==> config.mk <==
export PLATFORM = sky130hd
export DESIGN_NAME = one_wire_config_link
export DESIGN_NICKNAME = d
export VERILOG_FILES = /design/src/design/cfg_link_pkg.sv /design/src/design/word_buffer.sv /design/src/design/power_sequencer.sv /design/src/design/one_wire_config_link.sv
export SDC_FILE = /design/constraint.sdc
export NUM_CORES = 1
export LEC_CHECK = 0
export BUFFER_PORTS_ARGS = -buffer_cell sky130_fd_sc_hd__buf_2
export CORE_UTILIZATION = 45
export CTS_CLUSTER_SIZE = 16
export DETAILED_ROUTE_END_ITERATION = 6
export PLACE_DENSITY = 0.63
export REMOVE_ABC_BUFFERS = 1
export SETUP_SLACK_MARGIN = 0.4
export SLEW_MARGIN = 20
export SYNTH_ARGS = -nofsm -noshare
export SYNTH_HDL_FRONTEND = slang
export SYNTH_HIERARCHICAL = 1
export SYNTH_SLANG_ARGS = --single-unit
export TNS_END_PERCENT = 20
==> constraint.sdc <==
create_clock -name I_CLK -period 3.7 [get_ports I_CLK]
set_input_delay 0.37 -clock I_CLK [delete_from_list [all_inputs] [get_ports I_CLK]]
set_output_delay 0.37 -clock I_CLK [all_outputs]
set_load 0.02 [all_outputs]
==> src/design/cfg_link_pkg.sv <==
// Constants for the single-wire configuration link
package cfg_link_pkg;
  localparam int CLK_HZ = 200_000_000;
  localparam int CLK_NS = 5;
  localparam int TIMEOUT_MS = 28;
  localparam int POWERUP_MS = 25;
  localparam int TICK_MS = 10;
  localparam int IDLE_MS = 1000;
  localparam int MIN_BAUD = 4800;
  localparam int MAX_BAUD = 114000;
  localparam int TIMEOUT_CYC = TIMEOUT_MS * (CLK_HZ / 1000);
  localparam int POWERUP_CYC = POWERUP_MS * (CLK_HZ / 1000);
  localparam int TICK_CYC = TICK_MS * (CLK_HZ / 1000);
  localparam int IDLE_CYC = IDLE_MS * (CLK_HZ / 1000);
  // Longest bit allowed at the slowest rate, in clocks (with margin x2)
  localparam int MAX_BIT_CYC = 2 * (CLK_HZ / MIN_BAUD);
  localparam int MIN_BIT_CYC = CLK_HZ / MAX_BAUD / 2;
  localparam logic [7:0] INIT_BYTE = 8'h55;
  localparam int RW_BIT = 7;
  localparam int READ_GAP_BITS = 2;
  localparam int BIT_W = 20;
  localparam int TMR_W = 28;
  localparam int SLOTS = 4;
  localparam int BANKS = 7;
  localparam logic [2:0] RAM_SRC_RESET = 3'h0;
  localparam logic [7:0] OUT_CNT_RESET = 8'h00;
endpackage : cfg_link_pkg

==> src/design/word_buffer.sv <==
// Two-entry valid/ready buffer for received words
`timescale 1ns/1ps
`default_nettype none
module word_buffer #(
  parameter int WIDTH = 16
) (
  input wire logic i_clk,               // Clock
  input wire logic i_rst,               // Sync reset, high
  input wire logic i_valid,             // Write valid
  output logic o_ready,                 // Room for a word
  input wire logic [WIDTH-1:0] i_data,  // Write data
  output logic o_valid,                 // Word available
  input wire logic i_ready,             // Reader takes word
  output logic [WIDTH-1:0] o_data       // Head word
);
  logic [WIDTH-1:0] mem_reg [2];
  logic rd_reg;
  logic wr_reg;
  logic [1:0] cnt_reg;
  logic push;
  logic pop;

  initial begin
    if (WIDTH < 1) $error("WIDTH must be positive");
  end

  assign o_ready = (cnt_reg != 2'h2);
  assign o_valid = (cnt_reg != 2'h0);
  assign push = i_valid && o_ready;
  assign pop = o_valid && i_ready;
  assign o_data = mem_reg[rd_reg];

  always_ff @(posedge i_clk) begin
    if (push) begin
      mem_reg[wr_reg] <= i_data;
    end
  end

  always_ff @(posedge i_clk) begin
    if (i_rst) begin
      rd_reg <= 1'b0;
      wr_reg <= 1'b0;
      cnt_reg <= 2'h0;
    end else begin
      if (push) wr_reg <= ~wr_reg;
      if (pop) rd_reg <= ~rd_reg;
      cnt_reg <= cnt_reg + {1'b0, push} - {1'b0, pop};
    end
  end
endmodule : word_buffer
`default_nettype wire

==> src/design/power_sequencer.sv <==
// Power-up load, checksum gating and output-on countdown
`timescale 1ns/1ps
`default_nettype none
module power_sequencer #(
  parameter int POWERUP_CYC = cfg_link_pkg::POWERUP_CYC,
  parameter int TICK_CYC = cfg_link_pkg::TICK_CYC,
  parameter int IDLE_CYC = cfg_link_pkg::IDLE_CYC
) (
  input wire logic i_clk,                  // Clock
  input wire logic i_rst,                  // Sync reset, high
  input wire logic i_instant_output_bit,   // Skip power-up wait
  input wire logic [3:0] i_slot_valid,     // Pointer slots programmed
  input wire logic [11:0] i_slot_bank,     // Bank number per slot, 3 bits
  input wire logic i_bank_sum_ok,          // Selected bank checksum good
  input wire logic i_ram_sum_ok,           // RAM checksum good
  input wire logic i_count_wr,             // Output-on count write
  input wire logic [7:0] i_count_data,     // Output-on count value
  input wire logic i_pin_activity,         // Falling edge on serial pin
  output logic o_output_en,                // Sensor output enabled
  output logic o_load,                     // Pulse: copy bank into RAM
  output logic [2:0] o_bank,               // Bank being loaded
  output logic [7:0] o_count               // Output-on count now
);
  typedef enum logic [3:0] {
    S_WAIT = 4'b0001,
    S_LOAD = 4'b0010,
    S_RUN = 4'b0100,
    S_IDLE = 4'b1000
  } seq_t;

  seq_t state_reg;
  logic [cfg_link_pkg::TMR_W-1:0] tmr_reg;
  logic [cfg_link_pkg::TMR_W-1:0] tick_reg;
  logic [2:0] pick;

  initial begin
    if (POWERUP_CYC < 1 || TICK_CYC < 1 || IDLE_CYC < 1)
      $error("timer counts must be positive");
  end

  // Highest programmed slot wins
  always_comb begin
    pick = 3'h0;
    for (int s = 0; s < cfg_link_pkg::SLOTS; s++) begin
      if (i_slot_valid[s]) pick = i_slot_bank[3*s +: 3];
    end
  end

  always_ff @(posedge i_clk) begin
    if (i_rst) begin
      state_reg <= S_WAIT;
      tmr_reg <= '0;
      o_load <= 1'b0;
      o_bank <= 3'h0;
      o_output_en <= 1'b0;
    end else begin
      o_load <= 1'b0;
      case (state_reg)
        S_WAIT: begin
          tmr_reg <= tmr_reg + 1'b1;
          if (i_instant_output_bit ||
              tmr_reg == cfg_link_pkg::TMR_W'(POWERUP_CYC - 1)) begin
            state_reg <= S_LOAD;
            o_bank <= pick;
          end
        end
        S_LOAD: begin
          o_load <= i_bank_sum_ok;
          o_output_en <= i_bank_sum_ok;
          state_reg <= S_RUN;
          tmr_reg <= '0;
        end
        S_RUN: begin
          if (i_count_wr && i_count_data != 8'h00) begin
            o_output_en <= 1'b1;
          end else if (o_output_en && o_count == 8'h00 && i_count_wr) begin
            o_output_en <= 1'b0;
          end else if (o_count == 8'h01 && tick_reg ==
                       cfg_link_pkg::TMR_W'(TICK_CYC - 1)) begin
            o_output_en <= 1'b0;
            state_reg <= S_IDLE;
            tmr_reg <= '0;
          end
        end
        S_IDLE: begin
          if (i_count_wr && i_count_data != 8'h00) begin
            o_output_en <= 1'b1;
            state_reg <= S_RUN;
          end else if (i_pin_activity) begin
            tmr_reg <= '0;
          end else if (tmr_reg == cfg_link_pkg::TMR_W'(IDLE_CYC - 1)) begin
            state_reg <= i_ram_sum_ok ? S_RUN : S_LOAD;
            o_bank <= pick;
          end else begin
            tmr_reg <= tmr_reg + 1'b1;
          end
        end
        default: state_reg <= S_WAIT;
      endcase
    end
  end

  // Output-on countdown in 10 ms steps
  always_ff @(posedge i_clk) begin
    if (i_rst) begin
      o_count <= cfg_link_pkg::OUT_CNT_RESET;
      tick_reg <= '0;
    end else if (i_count_wr) begin
      o_count <= i_count_data;
      tick_reg <= '0;
    end else if (o_count != 8'h00) begin
      if (tick_reg == cfg_link_pkg::TMR_W'(TICK_CYC - 1)) begin
        tick_reg <= '0;
        o_count <= o_count - 8'h01;
      end else begin
        tick_reg <= tick_reg + 1'b1;
      end
    end
  end
endmodule : power_sequencer
`default_nettype wire

==> src/design/one_wire_config_link.sv <==
// Single-wire UART-style configuration link, top level
`timescale 1ns/1ps
`default_nettype none
module one_wire_config_link #(
  parameter int TIMEOUT_CYC = cfg_link_pkg::TIMEOUT_CYC,
  parameter int POWERUP_CYC = cfg_link_pkg::POWERUP_CYC,
  parameter int TICK_CYC = cfg_link_pkg::TICK_CYC,
  parameter int IDLE_CYC = cfg_link_pkg::IDLE_CYC,
  parameter int READ_GAP_BITS = cfg_link_pkg::READ_GAP_BITS
) (
  input wire logic I_CLK,                    // 200 MHz clock
  input wire logic I_RST,                    // Sync reset, supply invalid
  input wire logic I_SERIAL_CONFIG_PIN,      // Line level in
  output logic O_SERIAL_CONFIG_PIN,          // Line drive value, always 0
  output logic O_SERIAL_CONFIG_PIN_OE,       // High while pulling low
  input wire logic I_LINK_DISABLE_BIT,       // Link ignored when high
  input wire logic I_INSTANT_OUTPUT_BIT,     // No power-up output wait
  input wire logic I_SHARED_PIN,             // Line shared with output
  input wire logic [3:0] I_SLOT_VALID,       // Pointer slots programmed
  input wire logic [11:0] I_SLOT_BANK,       // Bank per slot
  input wire logic I_BANK_SUM_OK,            // Bank checksum good
  input wire logic I_RAM_SUM_OK,             // RAM checksum good
  input wire logic I_COUNT_WR,               // Output-on count write
  input wire logic [7:0] I_COUNT_DATA,       // Output-on count value
  input wire logic [2:0] I_RAM_SOURCE_SEL,   // Requested RAM source
  input wire logic I_RAM_SOURCE_WR,          // Source select write
  input wire logic [15:0] I_RD_DATA,         // Register read data
  output logic O_RD_REQ,                     // Pulse: read addressed reg
  output logic [6:0] O_ADDR,                 // Register address
  output logic O_WR_VALID,                   // Write word valid
  input wire logic I_WR_READY,               // Write word taken
  output logic [15:0] O_WR_DATA,             // Write word data
  output logic [6:0] O_WR_ADDR,              // Write word address
  output logic [2:0] O_RAM_SOURCE,           // Active RAM source
  output logic O_SENSOR_OUTPUT_EN,           // Sensor output enabled
  output logic O_LOAD,                       // Pulse: copy bank to RAM
  output logic [2:0] O_BANK,                 // Bank loaded
  output logic [7:0] O_OUTPUT_ON_COUNT,      // Count now
  output logic [cfg_link_pkg::BIT_W-1:0] O_BIT_CYC // Measured bit period
);
  typedef enum logic [6:0] {
    L_SYNC = 7'b0000001,
    L_MEAS = 7'b0000010,
    L_CMD = 7'b0000100,
    L_WDAT = 7'b0001000,
    L_GAP = 7'b0010000,
    L_TX = 7'b0100000,
    L_STOP = 7'b1000000
  } link_t;

  localparam int BW = cfg_link_pkg::BIT_W;
  localparam int TW = cfg_link_pkg::TMR_W;

  link_t state_reg;
  logic sync1_reg;
  logic sync2_reg;
  logic line_reg;
  logic [BW-1:0] cnt_reg;
  logic [BW-1:0] bit_cyc_reg;
  logic [3:0] bitn_reg;
  logic [7:0] sh_reg;
  logic [3:0] edges_reg;
  logic [TW-1:0] idle_reg;
  logic rx_busy_reg;
  logic [1:0] byte_n_reg;
  logic [7:0] lo_reg;
  logic [15:0] tx_reg;
  logic tx_drive_reg;
  logic byte_done;
  logic fall;
  logic link_on;
  logic buf_ready;
  logic wr_push;
  logic [22:0] wr_word;
  logic [22:0] wr_out;
  logic [BW-1:0] cnt_tx;
  logic [BW-1:0] tx_top;

  initial begin
    if (TIMEOUT_CYC < 1 || READ_GAP_BITS < 1 || READ_GAP_BITS > 7)
      $error("timeout must be positive, read gap 1 to 7 bits");
  end

  function automatic logic [BW-1:0] half_of(input logic [BW-1:0] v);
    half_of = {1'b0, v[BW-1:1]};
  endfunction : half_of

  // Pin synchroniser
  always_ff @(posedge I_CLK) begin
    if (I_RST) begin
      sync1_reg <= 1'b1;
      sync2_reg <= 1'b1;
      line_reg <= 1'b1;
    end else begin
      sync1_reg <= I_SERIAL_CONFIG_PIN;
      sync2_reg <= sync1_reg;
      line_reg <= sync2_reg;
    end
  end

  assign fall = line_reg && !sync2_reg;
  // Link works only while output is off on a shared line
  assign link_on = !I_LINK_DISABLE_BIT &&
                   !(I_SHARED_PIN && O_SENSOR_OUTPUT_EN);

  // Receiver: sample at mid-bit once a start edge is seen
  always_ff @(posedge I_CLK) begin
    if (I_RST || !link_on || state_reg == L_SYNC || state_reg == L_MEAS ||
        state_reg == L_GAP || state_reg == L_TX) begin
      rx_busy_reg <= 1'b0;
      bitn_reg <= 4'h0;
      cnt_reg <= '0;
      sh_reg <= 8'h00;
      byte_done <= 1'b0;
    end else begin
      byte_done <= 1'b0;
      if (!rx_busy_reg) begin
        if (fall) begin
          rx_busy_reg <= 1'b1;
          cnt_reg <= half_of(bit_cyc_reg);
          bitn_reg <= 4'h0;
        end
      end else if (cnt_reg == bit_cyc_reg) begin
        cnt_reg <= '0;
        bitn_reg <= bitn_reg + 4'h1;
        if (bitn_reg == 4'h0 && line_reg) begin
          rx_busy_reg <= 1'b0; // false start
        end else if (bitn_reg == 4'h9) begin
          rx_busy_reg <= 1'b0;
          byte_done <= line_reg;
        end else if (bitn_reg != 4'h0) begin
          sh_reg <= {line_reg, sh_reg[7:1]};
        end
      end else begin
        cnt_reg <= cnt_reg + 1'b1;
      end
    end
  end

  // Inter-byte timeout, restarted by each byte
  always_ff @(posedge I_CLK) begin
    if (I_RST || state_reg == L_SYNC || state_reg == L_MEAS || byte_done ||
        state_reg == L_TX || state_reg == L_GAP) begin
      idle_reg <= '0;
    end else begin
      idle_reg <= idle_reg + 1'b1;
    end
  end

  // Baud measurement over the 55h byte: start edge to fifth falling edge
  // spans eight bit periods.
  always_ff @(posedge I_CLK) begin
    if (I_RST) begin
      state_reg <= L_SYNC;
      bit_cyc_reg <= '0;
      edges_reg <= 4'h0;
      O_ADDR <= 7'h00;
      O_RD_REQ <= 1'b0;
      byte_n_reg <= 2'h0;
      lo_reg <= 8'h00;
      tx_reg <= 16'h0000;
      tx_drive_reg <= 1'b0;
    end else begin
      O_RD_REQ <= 1'b0;
      if (!link_on || (state_reg != L_SYNC && state_reg != L_MEAS &&
          idle_reg == TW'(TIMEOUT_CYC - 1))) begin
        state_reg <= L_SYNC;
        tx_drive_reg <= 1'b0;
      end else begin
        case (state_reg)
          L_SYNC: begin
            edges_reg <= 4'h0;
            if (fall) begin
              state_reg <= L_MEAS;
              bit_cyc_reg <= '0;
            end
          end
          L_MEAS: begin
            bit_cyc_reg <= bit_cyc_reg + 1'b1;
            if (fall) edges_reg <= edges_reg + 4'h1;
            if (fall && edges_reg == 4'h3) begin
              // Total over 8 bits, divide by 8; wait for stop bit
              bit_cyc_reg <= BW'(bit_cyc_reg >> 3);
              state_reg <= L_CMD;
              byte_n_reg <= 2'h0;
            end else if (bit_cyc_reg ==
                         BW'(8 * cfg_link_pkg::MAX_BIT_CYC)) begin
              state_reg <= L_SYNC;
            end
          end
          L_CMD: begin
            if (byte_done) begin
              O_ADDR <= sh_reg[6:0];
              if (sh_reg[cfg_link_pkg::RW_BIT]) begin
                state_reg <= L_GAP;
                O_RD_REQ <= 1'b1;
                edges_reg <= 4'h0;
              end else begin
                state_reg <= L_WDAT;
              end
            end
          end
          L_WDAT: begin
            if (byte_done) begin
              if (byte_n_reg == 2'h0) begin
                lo_reg <= sh_reg;
                byte_n_reg <= 2'h1;
              end else begin
                byte_n_reg <= 2'h0;
                state_reg <= L_SYNC;
              end
            end
          end
          L_GAP: begin
            bit_cyc_reg <= bit_cyc_reg;
            if (edges_reg == 4'h0) tx_reg <= I_RD_DATA;
            // Half-bit steps: stop is sampled mid-bit, so one extra half
            if (cnt_tx == tx_top) begin
              edges_reg <= edges_reg + 4'h1;
              if (edges_reg == 4'(2 * READ_GAP_BITS)) begin
                state_reg <= L_TX;
                edges_reg <= 4'h0;
                byte_n_reg <= 2'h0;
              end
            end
          end
          L_TX: begin
            if (cnt_tx == bit_cyc_reg) begin
              edges_reg <= edges_reg + 4'h1;
              if (edges_reg == 4'h9) begin
                edges_reg <= 4'h0;
                if (byte_n_reg == 2'h0) begin
                  byte_n_reg <= 2'h1;
                  tx_reg <= {8'h00, tx_reg[15:8]};
                end else begin
                  state_reg <= L_SYNC;
                end
              end
            end
            // Start bit low, data LSB first, stop high
            tx_drive_reg <= (edges_reg == 4'h0) ||
                            (edges_reg != 4'h9 &&
                             !tx_reg[edges_reg[2:0] - 3'h1]);
          end
          default: state_reg <= L_SYNC;
        endcase
      end
    end
  end

  // Bit timer for gap and transmit; the gap runs in half bits
  assign tx_top = (state_reg == L_GAP) ? half_of(bit_cyc_reg) : bit_cyc_reg;
  always_ff @(posedge I_CLK) begin
    if (I_RST || (state_reg != L_GAP && state_reg != L_TX) ||
        cnt_tx == tx_top) begin
      cnt_tx <= '0;
    end else begin
      cnt_tx <= cnt_tx + 1'b1;
    end
  end

  // Open drain: only ever pulls low
  assign O_SERIAL_CONFIG_PIN = 1'b0;
  assign O_SERIAL_CONFIG_PIN_OE = tx_drive_reg && state_reg == L_TX;
  assign O_BIT_CYC = bit_cyc_reg;

  assign wr_push = state_reg == L_WDAT && byte_done && byte_n_reg == 2'h1;
  assign wr_word = {O_ADDR, sh_reg, lo_reg};

  word_buffer #(.WIDTH(23)) word_buffer_i (
    .i_clk(I_CLK),
    .i_rst(I_RST),
    .i_valid(wr_push),
    .o_ready(buf_ready),
    .i_data(wr_word),
    .o_valid(O_WR_VALID),
    .i_ready(I_WR_READY),
    .o_data(wr_out)
  );
  assign O_WR_ADDR = wr_out[22:16];
  assign O_WR_DATA = wr_out[15:0];

  // RAM source override over the link
  always_ff @(posedge I_CLK) begin
    if (I_RST) begin
      O_RAM_SOURCE <= cfg_link_pkg::RAM_SRC_RESET;
    end else if (I_RAM_SOURCE_WR && !I_LINK_DISABLE_BIT) begin
      O_RAM_SOURCE <= I_RAM_SOURCE_SEL;
    end
  end

  power_sequencer #(
    .POWERUP_CYC(POWERUP_CYC),
    .TICK_CYC(TICK_CYC),
    .IDLE_CYC(IDLE_CYC)
  ) power_sequencer_i (
    .i_clk(I_CLK),
    .i_rst(I_RST),
    .i_instant_output_bit(I_INSTANT_OUTPUT_BIT),
    .i_slot_valid(I_SLOT_VALID),
    .i_slot_bank(I_SLOT_BANK),
    .i_bank_sum_ok(I_BANK_SUM_OK),
    .i_ram_sum_ok(I_RAM_SUM_OK),
    .i_count_wr(I_COUNT_WR),
    .i_count_data(I_COUNT_DATA),
    .i_pin_activity(fall),
    .o_output_en(O_SENSOR_OUTPUT_EN),
    .o_load(O_LOAD),
    .o_bank(O_BANK),
    .o_count(O_OUTPUT_ON_COUNT)
  );
endmodule : one_wire_config_link
`default_nettype wire

==> results.txt <==
Vias in the first global route - 12100
Post-synth EDFFs - 46
WL per Instance - 17.4 µm
Status - finished clean
VDD IR-drop max - 0.364 mV
Critical Path Sink Type - flip-flop
Max reg flops - 46
GRT Total Usage - 0.231
Routed vias - 12900
Port buffer count - 122
Worst Path Max Fanout - 8
Max Buffers Root-to-Sink - 3
Routability cong. - 0.966
Final hold violations - 0
Hold Slack - 0.0388 ns
Yosys Warn Count - 6
First-pass GRT wire length - 63.4 mm
I/O pin count - 124
Period minus WS final - 3.13 ns
Initial Util - 0.460
Slew Limit Fails - 0
Die H - 182 µm
Worst Skew - 0.0267 ns
Fmax - 319 MHz
Synth top area cells - dfxtp_1, edfxtp_1, nor2_1
Post-Route Setup TNS - 0 ns
Sequential share of the synthesized area - 0.409
Diode count - 0
Synth top area share - 0.315
Initial antenna violation count - 0
Fraction of layout instances using a drive strength above 1 - 0.148
Critical path class - flip-flop to flip-flop
TritonRoute pass-1 iters - 5
Row cnt - 65
Ys flop type - dfxtp_1
Placeable Area - 0.0318 mm²
Max Cap Violations - 0
Later-pin clock latency in the skew report - 0.59 ns
Routed WL - 39.0 mm
Final HPWL DP - 27.2 mm
Tcrit/Tclk final - 0.846
Clock transition at path regs - 0.07 ns
Die width - 182 µm
Relative slew slack - 0.311
Clock sink count - 276
Fin nets - 1853
Synth area leader - dfxtp_1
P&R area growth vs syn - 15.0%
Setup violators final - 0
Critical path arrival - 3.61 ns
Pin count of the biggest net entering global routing - 38
Hold Crit Class - input port to flip-flop
RSZ-0062 raised after global routing - no
Crit path launch type - flip-flop
Syn avg cell area - 8.66 µm²
Share of flip-flops with an asynchronous set or reset - 0
Depth of the CTS H-tree - 1
CTS root buf - clkbuf_16
Total CTS buffers - 31
Pwr Density - 426 mW/mm²
Synth Cell Area - 0.0146 mm²
Drt initial violations - 1005
Grt total ovfl - 0
Detailed-route vias per instance - 5.77
Leak Pwr - 6.09 nW
CTS tree - done
Remaining DRCs - 0
Worst Max-Slew Pin Slew - 1.03 ns
DIE AREA - 0.0332 mm²
Post-synthesis cell count - 1689
Worst EP required - 4.18 ns
Register bit total from synthesis - 276
Antenna Violating Nets Remaining - 0
Distinct cells, synth - 102
power breakdown:
part | switching, W | internal [W] | leakage [nW]
combinational | 0.000438 | 0.000221 | 3.30
sequential | 0.0000681 | 0.00309 | 2.23
clock | 0.00129 | 0.00206 | 0.563
total | 0.00179 | 0.00537 | 6.09
metrics by stage:
step | setup slack [ns] | util | cells | power (W) | instance area, µm²
after floorplan | -0.283 | - | 1582 | 0.00363 | 14200
after global placement | 0.584 | 0.492 | 2181 | 0.00386 | 15600
after detailed placement | 0.533 | 0.492 | 2181 | 0.00387 | 15600
after CTS | 0.498 | 0.528 | 2240 | 0.00724 | 16800
after global routing | 0.403 | 0.529 | 2242 | 0.00744 | 16800
final | 0.570 | 0.529 | 2242 | 0.00717 | 16800
final cells by class:
type	count	area [µm²]
flip-flops and latches	276	5990
well taps	435	544
clock buffers	43	906
multi-input cells	1260	8030
repair buffers	167	953
fillers	2962	15000
clock inverters	15	223
inverters	46	173
synth_stat cells, types with 6 or more instances:
| cell type | count |
|---|---|
| nor2_1 | 231 |
| dfxtp_1 | 230 |
| a21oi_1 | 106 |
| nand2_1 | 104 |
| xor2_1 | 89 |
| clkbuf_1 | 82 |
| nand3_1 | 82 |
| o21ai_0 | 50 |
| edfxtp_1 | 46 |
| inv_1 | 44 |
| nor3_1 | 44 |
| nand4_1 | 43 |
| and3_1 | 40 |
| xnor2_1 | 40 |
| mux2i_1 | 39 |
| nor4_1 | 28 |
| a211oi_1 | 25 |
| nand2b_1 | 25 |
| nor2b_1 | 23 |
| mux2_1 | 20 |
| ha_1 | 17 |
| a31oi_1 | 16 |
| buf_2 | 15 |
| o311ai_1 | 15 |
| o31ai_1 | 14 |
| and4_1 | 12 |
| nand3b_1 | 10 |
| or3_1 | 10 |
| a21o_1 | 9 |
| a221oi_1 | 8 |
| nor3b_1 | 8 |
| nor4b_1 | 8 |
| and2_1 | 7 |
| a311oi_1 | 6 |
| o21ai_1 | 6 |
| or2_2 | 6 |
per-layer routing:
| metal | routed length (µm) | GRT usage | up-vias |
|---|---|---|---|
| met4 | 760 | 0.0649 | 0 |
| met5 | 0 | 0 | - |
| met1 | 18400 | 0.320 | 6153 |
| met2 | 17400 | 0.371 | 420 |
| li1 | - | - | 6297 |
| met3 | 2400 | 0.0353 | 64 |
worst max-delay path: stages (launching register included):
cell,delay (ns)
dfxtp_1,0.44
or4b_2,0.66
nor4_1,0.40
a211o_1,0.24
and4_1,0.22
o221ai_2,0.18
o31ai_2,0.47
o21ai_1,0.14
a32o_1,0.28
layout by cell type (no fill, tap or decap), types with 9 or more instances in the layout:
cell,count
edfxtp_1,46
clkbuf_16,32
nor2b_1,22
a31oi_1,16
xnor2_1,40
buf_4,45
and3_1,40
nor2_1,231
nand3b_1,10
mux2_1,20
buf_2,121
nand2b_1,25
nor4_1,28
a211oi_1,25
o311ai_1,14
a21o_1,9
dfxtp_1,229
or3_1,10
nand2_1,104
ha_1,17
a21oi_1,104
inv_1,44
o21ai_0,49
mux2i_1,39
nand4_1,43
nand3_1,82
nor3_1,44
o31ai_1,14
xor2_1,89
and4_1,12
final timing paths:
check                       startpoint                                   endpoint  slack (ns)  cells past startpoint
min                    I_COUNT_DATA[0]  power_sequencer_i/o_count[0]$_SDFFE_PP0P_        0.04                      2
max          O_BIT_CYC[7]$_SDFFE_PP0P_                 O_BIT_CYC[16]$_SDFFE_PP0P_        0.57                      8
min reg2reg       sync1_reg$_SDFF_PP1_                       sync2_reg$_SDFF_PP1_        0.41                      1
max reg2reg  O_BIT_CYC[7]$_SDFFE_PP0P_                 O_BIT_CYC[16]$_SDFFE_PP0P_        0.57                      8
cell families after synthesis:
group / count (synthesis) / synth area share
compound gates: 335 / 0.156
xor+xnor: 129 / 0.0773
fa+ha+maj: 17 / 0.0145
buf+inv: 153 / 0.0435
flops: 276 / 0.409
mux: 65 / 0.0483
other cells: 1 / 0.000256
simple gates: 713 / 0.251
what timing repair did:
action                     4_1_cts  5_1_grt
hold buffers                     1        0
hold endpoints to repair         1        0
buffers inserted                 0        2
resized for setup                0        1
setup endpoints to repair        0       31
(Power assumes the default switching activity.)
